===== src/common/iosc_pkg.sv =====
// Purpose: Shared constants and types for the internal oscillator and clock multiplier control
// Assumes: 8-bit special-function register port, 125 MHz core clock
// Notes: Trim reset values stand in for the factory calibration
package iosc_pkg;
  localparam logic [7:0] ADDR_SRC_SEL = 8'h8f;
  localparam logic [7:0] ADDR_MULT = 8'h97;
  localparam logic [7:0] ADDR_FINE = 8'h9e;
  localparam logic [7:0] ADDR_OSC_CTRL = 8'ha1;
  localparam logic [7:0] ADDR_COARSE = 8'ha2;
  localparam int OSC_EN_LSB = 6;
  localparam int SUSP_BIT = 5;
  localparam int FRDY_BIT = 4;
  localparam int MUL_EN_BIT = 7;
  localparam int MUL_INIT_BIT = 6;
  localparam int MUL_RDY_BIT = 5;
  localparam int SCALE_LSB = 2;
  localparam logic [1:0] OSC_EN_OFF = 2'h0;
  localparam logic [1:0] OSC_EN_ON = 2'h3;
  localparam logic [1:0] OSC_EN_RST = 2'h3;
  localparam logic [2:0] DIV_RST = 3'h0;
  localparam logic [2:0] DIV_BY_ONE = 3'h7;
  localparam logic [6:0] COARSE_RST = 7'h40;
  localparam logic [5:0] FINE_RST = 6'h20;
  localparam logic [7:0] MULT_RST = 8'h00;
  localparam logic [1:0] SRC_INT = 2'h0;
  localparam logic [1:0] SRC_EXT = 2'h1;
  localparam logic [1:0] SRC_MULT = 2'h2;
  localparam logic [1:0] SRC_RSVD = 2'h3;
  localparam int CLK_PERIOD_PS = 8000;
  localparam int OSC_SETTLE_NS = 1000;
  localparam int OSC_SETTLE_CYC = (OSC_SETTLE_NS * 1000 + CLK_PERIOD_PS - 1) / CLK_PERIOD_PS;

  typedef struct packed {
    logic [7:0] addr;
    logic wr;
    logic rd;
    logic [7:0] wdata;
  } iosc_sfr_t;

  typedef struct packed {
    logic run;
    logic [6:0] coarse;
    logic [5:0] fine;
  } iosc_trim_t;

  typedef struct packed {
    logic en;
    logic init;
    logic src_ext;
    logic base_x4;
    logic [2:0] num;
    logic [2:0] den;
  } iosc_mult_t;
endpackage


===== src/rtl/iosc_ctrl.sv =====
// Purpose: Register file and control for internal oscillator, divider and clock multiplier
// Assumes: Analog oscillator and loop take the trim and multiplier controls; lock comes back synchronous
// Notes: The oscillator is modelled by the core clock; the tick marks each divided system clock edge
`timescale 1ns/1ps
module iosc_ctrl #(
  parameter logic [6:0] COARSE_INIT = iosc_pkg::COARSE_RST,
  parameter logic [5:0] FINE_INIT = iosc_pkg::FINE_RST,
  parameter int SETTLE_CYC = iosc_pkg::OSC_SETTLE_CYC
) (
  input wire logic core_clk_i,
  input wire logic rst_n_i,
  input wire iosc_pkg::iosc_sfr_t sfr_i,
  input wire logic port0_match_i,
  input wire logic port1_match_i,
  input wire logic cmp0_en_i,
  input wire logic cmp0_out_i,
  input wire logic pll_lock_i,
  output logic [7:0] sfr_rdata_o,
  output iosc_pkg::iosc_trim_t osc_o,
  output iosc_pkg::iosc_mult_t mult_o,
  output logic [1:0] system_clock_src_o,
  output logic system_clock_tick_o,
  output logic system_clock_stop_o
);
  import iosc_pkg::*;

  typedef enum logic [2:0] {
    ST_OFF = 3'b001,
    ST_SETTLE = 3'b010,
    ST_READY = 3'b100
  } iosc_osc_st_t;

  // Low bits that must match for a tick at a given divider code
  function automatic logic [6:0] div_mask(input logic [2:0] code);
    div_mask = 7'(8'h80 >> code) - 7'h01;
    if (code == 3'h0) begin
      div_mask = 7'h7f;
    end
  endfunction

  function automatic logic wr_hit(input iosc_sfr_t b, input logic [7:0] a);
    wr_hit = b.wr && (b.addr == a);
  endfunction

  function automatic logic rd_hit(input iosc_sfr_t b, input logic [7:0] a);
    rd_hit = b.rd && (b.addr == a);
  endfunction

  logic rst_meta_reg;
  logic rst_sync_reg;

  always_ff @(posedge core_clk_i or negedge rst_n_i) begin
    if (!rst_n_i) begin
      rst_meta_reg <= 1'b0;
      rst_sync_reg <= 1'b0;
    end else begin
      rst_meta_reg <= 1'b1;
      rst_sync_reg <= rst_meta_reg;
    end
  end

  logic rst_n;
  assign rst_n = rst_sync_reg;

  // Register state
  logic [1:0] osc_en_reg, osc_en_next;
  logic susp_reg, susp_next;
  logic [2:0] div_reg, div_next;
  logic [6:0] coarse_reg, coarse_next;
  logic [5:0] fine_reg, fine_next;
  logic [1:0] src_reg, src_next;
  logic mul_en_reg, mul_en_next;
  logic mul_init_reg, mul_init_next;
  logic [2:0] scale_reg, scale_next;
  logic [1:0] msel_reg, msel_next;
  logic mul_armed_reg, mul_armed_next;
  logic mul_rdy_reg, mul_rdy_next;
  logic [7:0] rdata_reg, rdata_next;
  logic wake;
  logic osc_run;
  logic frdy;

  assign wake = port0_match_i || port1_match_i || (cmp0_en_i && !cmp0_out_i);
  assign osc_run = (osc_en_reg == OSC_EN_ON) && !susp_reg;

  always_comb begin
    osc_en_next = osc_en_reg;
    susp_next = susp_reg;
    div_next = div_reg;
    coarse_next = coarse_reg;
    fine_next = fine_reg;
    src_next = src_reg;
    mul_en_next = mul_en_reg;
    mul_init_next = mul_init_reg;
    scale_next = scale_reg;
    msel_next = msel_reg;
    mul_armed_next = mul_armed_reg;
    rdata_next = 8'h00;
    if (wake) begin
      susp_next = 1'b0;
    end
    if (wr_hit(sfr_i, ADDR_OSC_CTRL)) begin
      osc_en_next = sfr_i.wdata[OSC_EN_LSB +: 2];
      if (sfr_i.wdata[SUSP_BIT]) begin
        susp_next = 1'b1;
      end
      div_next = sfr_i.wdata[2:0];
    end
    if (wr_hit(sfr_i, ADDR_COARSE)) begin
      coarse_next = sfr_i.wdata[6:0];
    end
    if (wr_hit(sfr_i, ADDR_FINE)) begin
      fine_next = sfr_i.wdata[5:0];
    end
    if (wr_hit(sfr_i, ADDR_SRC_SEL) && (sfr_i.wdata[1:0] != SRC_RSVD)) begin
      src_next = sfr_i.wdata[1:0];
    end
    if (wr_hit(sfr_i, ADDR_MULT)) begin
      mul_en_next = sfr_i.wdata[MUL_EN_BIT];
      mul_init_next = sfr_i.wdata[MUL_INIT_BIT];
      scale_next = sfr_i.wdata[SCALE_LSB +: 3];
      msel_next = sfr_i.wdata[1:0];
      // Initialise only counts with enable held in the same value
      mul_armed_next = sfr_i.wdata[MUL_EN_BIT] && sfr_i.wdata[MUL_INIT_BIT];
    end
    if (!mul_en_next) begin
      mul_armed_next = 1'b0;
    end
    case (1'b1)
      rd_hit(sfr_i, ADDR_OSC_CTRL): rdata_next = {osc_en_reg, susp_reg, frdy, 1'b0, div_reg};
      rd_hit(sfr_i, ADDR_COARSE): rdata_next = {1'b0, coarse_reg};
      rd_hit(sfr_i, ADDR_FINE): rdata_next = {2'h0, fine_reg};
      rd_hit(sfr_i, ADDR_SRC_SEL): rdata_next = {6'h00, src_reg};
      rd_hit(sfr_i, ADDR_MULT): rdata_next = {mul_en_reg, mul_init_reg, mul_rdy_reg, scale_reg, msel_reg};
      default: rdata_next = 8'h00;
    endcase
  end

  assign mul_rdy_next = mul_armed_reg && mul_en_reg && pll_lock_i;

  always_ff @(posedge core_clk_i or negedge rst_n) begin
    if (!rst_n) begin
      osc_en_reg <= OSC_EN_RST;
      susp_reg <= 1'b0;
      div_reg <= DIV_RST;
      coarse_reg <= COARSE_INIT;
      fine_reg <= FINE_INIT;
      src_reg <= SRC_INT;
      mul_en_reg <= MULT_RST[MUL_EN_BIT];
      mul_init_reg <= MULT_RST[MUL_INIT_BIT];
      scale_reg <= MULT_RST[SCALE_LSB +: 3];
      msel_reg <= MULT_RST[1:0];
      mul_armed_reg <= 1'b0;
      mul_rdy_reg <= 1'b0;
      rdata_reg <= 8'h00;
    end else begin
      osc_en_reg <= osc_en_next;
      susp_reg <= susp_next;
      div_reg <= div_next;
      coarse_reg <= coarse_next;
      fine_reg <= fine_next;
      src_reg <= src_next;
      mul_en_reg <= mul_en_next;
      mul_init_reg <= mul_init_next;
      scale_reg <= scale_next;
      msel_reg <= msel_next;
      mul_armed_reg <= mul_armed_next;
      mul_rdy_reg <= mul_rdy_next;
      rdata_reg <= rdata_next;
    end
  end

  // Oscillator settle tracking and divider
  iosc_osc_st_t st_reg, st_next;
  logic [15:0] settle_reg, settle_next;
  logic [6:0] div_cnt_reg, div_cnt_next;
  logic tick_reg, tick_next;

  always_comb begin
    st_next = st_reg;
    settle_next = settle_reg;
    div_cnt_next = div_cnt_reg;
    tick_next = 1'b0;
    case (st_reg)
      ST_OFF: begin
        settle_next = 16'h0000;
        if (osc_run) begin
          st_next = ST_SETTLE;
        end
      end
      ST_SETTLE: begin
        settle_next = settle_reg + 16'h0001;
        if (!osc_run) begin
          st_next = ST_OFF;
        end else if (settle_reg >= 16'(SETTLE_CYC - 1)) begin
          st_next = ST_READY;
        end
      end
      ST_READY: begin
        if (!osc_run) begin
          st_next = ST_OFF;
        end
      end
      default: st_next = ST_OFF;
    endcase
    if (osc_run) begin
      div_cnt_next = div_cnt_reg + 7'h01;
      tick_next = (div_cnt_reg & div_mask(div_reg)) == div_mask(div_reg);
    end
  end

  always_ff @(posedge core_clk_i or negedge rst_n) begin
    if (!rst_n) begin
      st_reg <= ST_OFF;
      settle_reg <= 16'h0000;
      div_cnt_reg <= 7'h00;
      tick_reg <= 1'b0;
    end else begin
      st_reg <= st_next;
      settle_reg <= settle_next;
      div_cnt_reg <= div_cnt_next;
      tick_reg <= tick_next;
    end
  end

  assign frdy = (st_reg == ST_READY) && osc_run;

  // Multiplier controls held in flip-flops toward the analog loop
  iosc_mult_t mult_reg, mult_next;

  always_comb begin
    mult_next.en = mul_en_reg;
    mult_next.init = mul_init_reg && mul_en_reg;
    mult_next.src_ext = msel_reg[0];
    // Upper select bit picks x4 from the halved input, else x2 which ignores scale
    mult_next.base_x4 = msel_reg[1];
    mult_next.num = 3'h1;
    mult_next.den = 3'h1;
    if (msel_reg[1] && (scale_reg >= 3'h2)) begin
      mult_next.num = 3'h2;
      mult_next.den = scale_reg;
    end
  end

  always_ff @(posedge core_clk_i or negedge rst_n) begin
    if (!rst_n) begin
      mult_reg <= '0;
    end else begin
      mult_reg <= mult_next;
    end
  end

  assign sfr_rdata_o = rdata_reg;
  assign osc_o = '{run: osc_run, coarse: coarse_reg, fine: fine_reg};
  assign mult_o = mult_reg;
  assign system_clock_src_o = src_reg;
  assign system_clock_tick_o = tick_reg;
  assign system_clock_stop_o = susp_reg && (src_reg == SRC_INT);
endmodule


===== config.mk =====
export PLATFORM = sky130hd
export DESIGN_NAME = iosc_ctrl
export DESIGN_NICKNAME = d
export VERILOG_FILES = /design/src/common/iosc_pkg.sv /design/src/rtl/iosc_ctrl.sv
export SDC_FILE = /design/constraint.sdc
export NUM_CORES = 1
export LEC_CHECK = 0
export ABC_AREA = 0
export BUFFER_PORTS_ARGS = -buffer_cell sky130_fd_sc_hd__buf_2
export CAP_MARGIN = 20
export CORE_MARGIN = 1
export CORE_UTILIZATION = 58
export CTS_BUF_LIST = sky130_fd_sc_hd__clkbuf_4 sky130_fd_sc_hd__clkbuf_8
export DETAILED_ROUTE_END_ITERATION = 7
export GPL_ROUTABILITY_DRIVEN = 0
export PLACE_DENSITY = 0.92
export SLEW_MARGIN = 15
export SYNTH_ARGS = -nofsm -noshare
export SYNTH_HDL_FRONTEND = slang
export SYNTH_SLANG_ARGS = --single-unit
export TNS_END_PERCENT = 50

===== constraint.sdc =====
create_clock -name core_clk_i -period 2.5 [get_ports core_clk_i]
set_input_delay 0.125 -clock core_clk_i [delete_from_list [all_inputs] [get_ports core_clk_i]]
set_output_delay 0.125 -clock core_clk_i [all_outputs]
set_load 0.03 [all_outputs]

==> impl_summary.md <==
Critical path
Data arrives at the worst endpoint at 2.10 ns. The worst register-to-register path has a setup slack of 0.63 ns. The worst setup path is launched from a flop. The kind of capture point of the worst setup path is a flop.

STA puts the critical path data required time at 2.73 ns. Along the worst path, the maximum fanout reaches 12. The class of the most critical setup path is flop to flop.

Global route
The total grt overflow is 0. The first global-routing pass estimated 12600 um of wire. The number of antenna violations at the first check in global routing is 0.

The number of global-route vias before repair came to 2554. Entering global routing, the biggest net connects 40 pins. The overall fraction of global-route tracks in use is 0.270.

Drt
The number of design rule violations left after detail routing is 0. The detailed router finished its first iteration with 203 violations. The first detailed-routing pass took 5 iterations. In this run the remaining antenna-violating nets after routing total 0. The via count normalized by instance count is 6.23. The via count is 2739. The routed wire length is 7670 um. The routed length per instance is 17.4 um.

STA
The minimum clock period after layout is 1.87 ns. Clock skew on the completed layout was measured at 0.00843 ns. Setup violations remaining at the end of the flow were counted as 0. Setup repair after global routing left no endpoint under its margin. The sum of negative setup slack is 0 ns. In the finished design, the share of the clock period the worst path needs comes to 0.749. The count of final hold-check violations came to 0. The max-slew violation total from the final report is 0. The achievable frequency is 0.534 GHz. For the pin with the worst max-slew slack, the measured transition is 0.779 ns.

Measured against its own limit, the worst slew margin works out to 0.481.

Clock network
The clock latency on the worst-skew pair is 0.36 ns. Clock-pin slew was measured on the worst setup and hold paths at 0.08 ns. The tree built by TritonCTS fans out to 76 sinks.

The cts-stage hold buffer count is 2. No sink is reached through more buffers than the 2 on the longest clock path. The buffers inserted during post-CTS setup optimization is 0. TritonCTS built the clock tree. In this run the number of H-tree levels came out at 3. In this run, CTS created clock tree buffers numbering 9. Gates resized during post-CTS repair numbered 0. The clock root buffer is clkbuf_8.

Floorplan
The die is 79.3 um tall. The effective utilization at floorplan is 0.614. The floorplan step defined a die boundary enclosing 0.00629 mm2. 61 I/O pins were placed. The core area is 0.00564 mm2. The horizontal die dimension is 79.3 um.

The row count is 27.

Cells and area
The fraction of layout cells with a size suffix above 1 is 0.315. Compared with the post-synthesis result, the final layout area differs by 17.8%. After the last flow step, the layout net total stands at 391. The count of filler cells inserted in the layout is 363.

The number of flip-flops under the largest register name is 16. The number of antenna diodes in the final layout is 0.

Yosys
The number of unique standard cell types used by synthesis is 59. In this run, synthesis produced a sequential element count of 76. The synthesized instance count is 301.

In the synthesized netlist the dominant register cell turns out to be dfrtp_1. For this run, asynchronously set or reset flops after synthesis account for 1.00. The number of nets handed over by synthesis was 329. The average instance in the mapped netlist occupies 11.5 um2.

Yosys mapped a number of flops with a built-in enable equal to 0. After synthesis the cells add up to 0.00347 mm2. The Yosys step of the flow raised 0 warnings.

The sequential cell area fraction in the yosys report is 0.551.

Hold path
The tightest min-delay check is of the primary input to flop type.

Run status
The run finished with clean final reports.

Power and ir drop
The maximum resistive drop on vdd is 394 uV. The analysis attributes to cell leakage a power of 0.00202 uW. The power per cell area is 627 mW/mm2.

The post-route total power is 2560 uW.

Placed design
Port buffering added 59 buffers. The post-DP HPWL is 5290 um.

Run
Across the run, the number of max-cap violations was 0.
## path summary, 6_finish.rpt
check / start / to / cells past startpoint
setup / recovery: st_reg[2] / settle_reg[15] / 5
hold / removal: sfr_i[3] / scale_reg[1] / 2
setup reg to reg: st_reg[2] / settle_reg[15] / 5
hold reg to reg: rst_n / mult_o[9] / 0
max in group asynchronous: rst_n / st_reg[0] / 1
min in group asynchronous: rst_n_i / rst_n / 2
## layout make-up
class,instances,area (um2),share of cell area
flip-flops and latches,76,1910,0.468
well taps,72,90.1,0.0221
multi-input cells,200,1450,0.356
clock inverters,7,114,0.0279
inverters,13,48.8,0.0120
clock buffers,9,124,0.0303
repair buffers,63,343,0.0840
## where the power goes
group | switching (uW) | internal, uW | total [uW] | leakage [uW]
combinational | 97.8 | 57.3 | 155 | 0.000869
clock | 452 | 661 | 1110 | 0.000123
sequential | 35.5 | 1260 | 1290 | 0.00102
total | 585 | 1980 | 2560 | 0.00202
## per-layer routing
metal,global-route usage,part of all wire
met5,0,0
met4,0.151,0.032
met3,0.0494,0.060
met2,0.418,0.48
met1,0.358,0.43
## cells in the mapped netlist, drive strengths merged, types with 5 or more instances
master  number  area, um2
a21oi        5       25.0
and2         6       37.5
clkbuf       8       30.0
dfrtp       71       1780
dfstp        5        131
inv         13       48.8
mux2        25        282
nand2       18       67.6
nand2b       5       31.3
nand3       12       85.1
nand4        8       50.1
nor2        14       68.8
o211ai       7       52.6
o21ai       20        100
o31ai        5       37.5
xnor2        5       43.8
## critical path: stages (launching register included)
cell	delay, ns
dfrtp_1	0.42
nor3b_1	0.19
buf_4	0.21
nand4_1	0.35
o311ai_1	0.44
o41ai_1	0.13
## through the flow
| stage | util | instances | cell area [um2] | setup WS, ns | hold slack [ns] |
|---|---|---|---|---|---|
| after floorplan | - | 301 | 3470 | 0.235 | -0.171 |
| after global routing | 0.724 | 440 | 4080 | 0.514 | 0.0328 |
| after CTS | 0.724 | 440 | 4080 | 0.622 | 0.0219 |
| after detailed placement | 0.678 | 422 | 3820 | 0.722 | -0.0844 |
| final | 0.724 | 440 | 4080 | 0.629 | 0.0312 |
| after global placement | 0.678 | 422 | 3820 | 0.774 | -0.0884 |
## placed cells by master (no fill, tap or decap), types with 3 or more instances in the layout
master,synthesis,routed
a21oi_1,5,5
a221o_1,3,3
a22oi_1,4,4
a32o_1,4,4
and2_1,5,5
and3_1,3,3
buf_2,2,59
bufinv_16,0,3
clkbuf_8,0,9
clkinv_2,0,3
dfrtp_1,71,70
dfstp_2,5,5
ha_1,3,3
inv_1,13,13
mux2_2,25,25
nand2_1,18,18
nand2b_1,5,5
nand3_1,10,10
nand4_1,8,8
nor2_1,13,13
nor2b_1,4,4
nor3_1,3,3
nor4_1,3,3
o211ai_1,7,7
o21a_1,3,3
o21ai_0,20,20
o31ai_1,5,5
xnor2_1,5,5
## cells by family (layout without fill, tap and decap cells)
logic type,after synthesis,after routing,share of synthesized area
muxes,27,27,0.0870
buffers and inverters,25,92,0.0300
and+or+nand+nor,97,97,0.173
AOI/OAI and AO/OA,64,64,0.129
adders and majority gates,3,3,0.0108
other,2,2,0.00217
DFF,76,76,0.551
xor gates and xnor gates,7,7,0.0177
(Power assumes the default switching activity.)
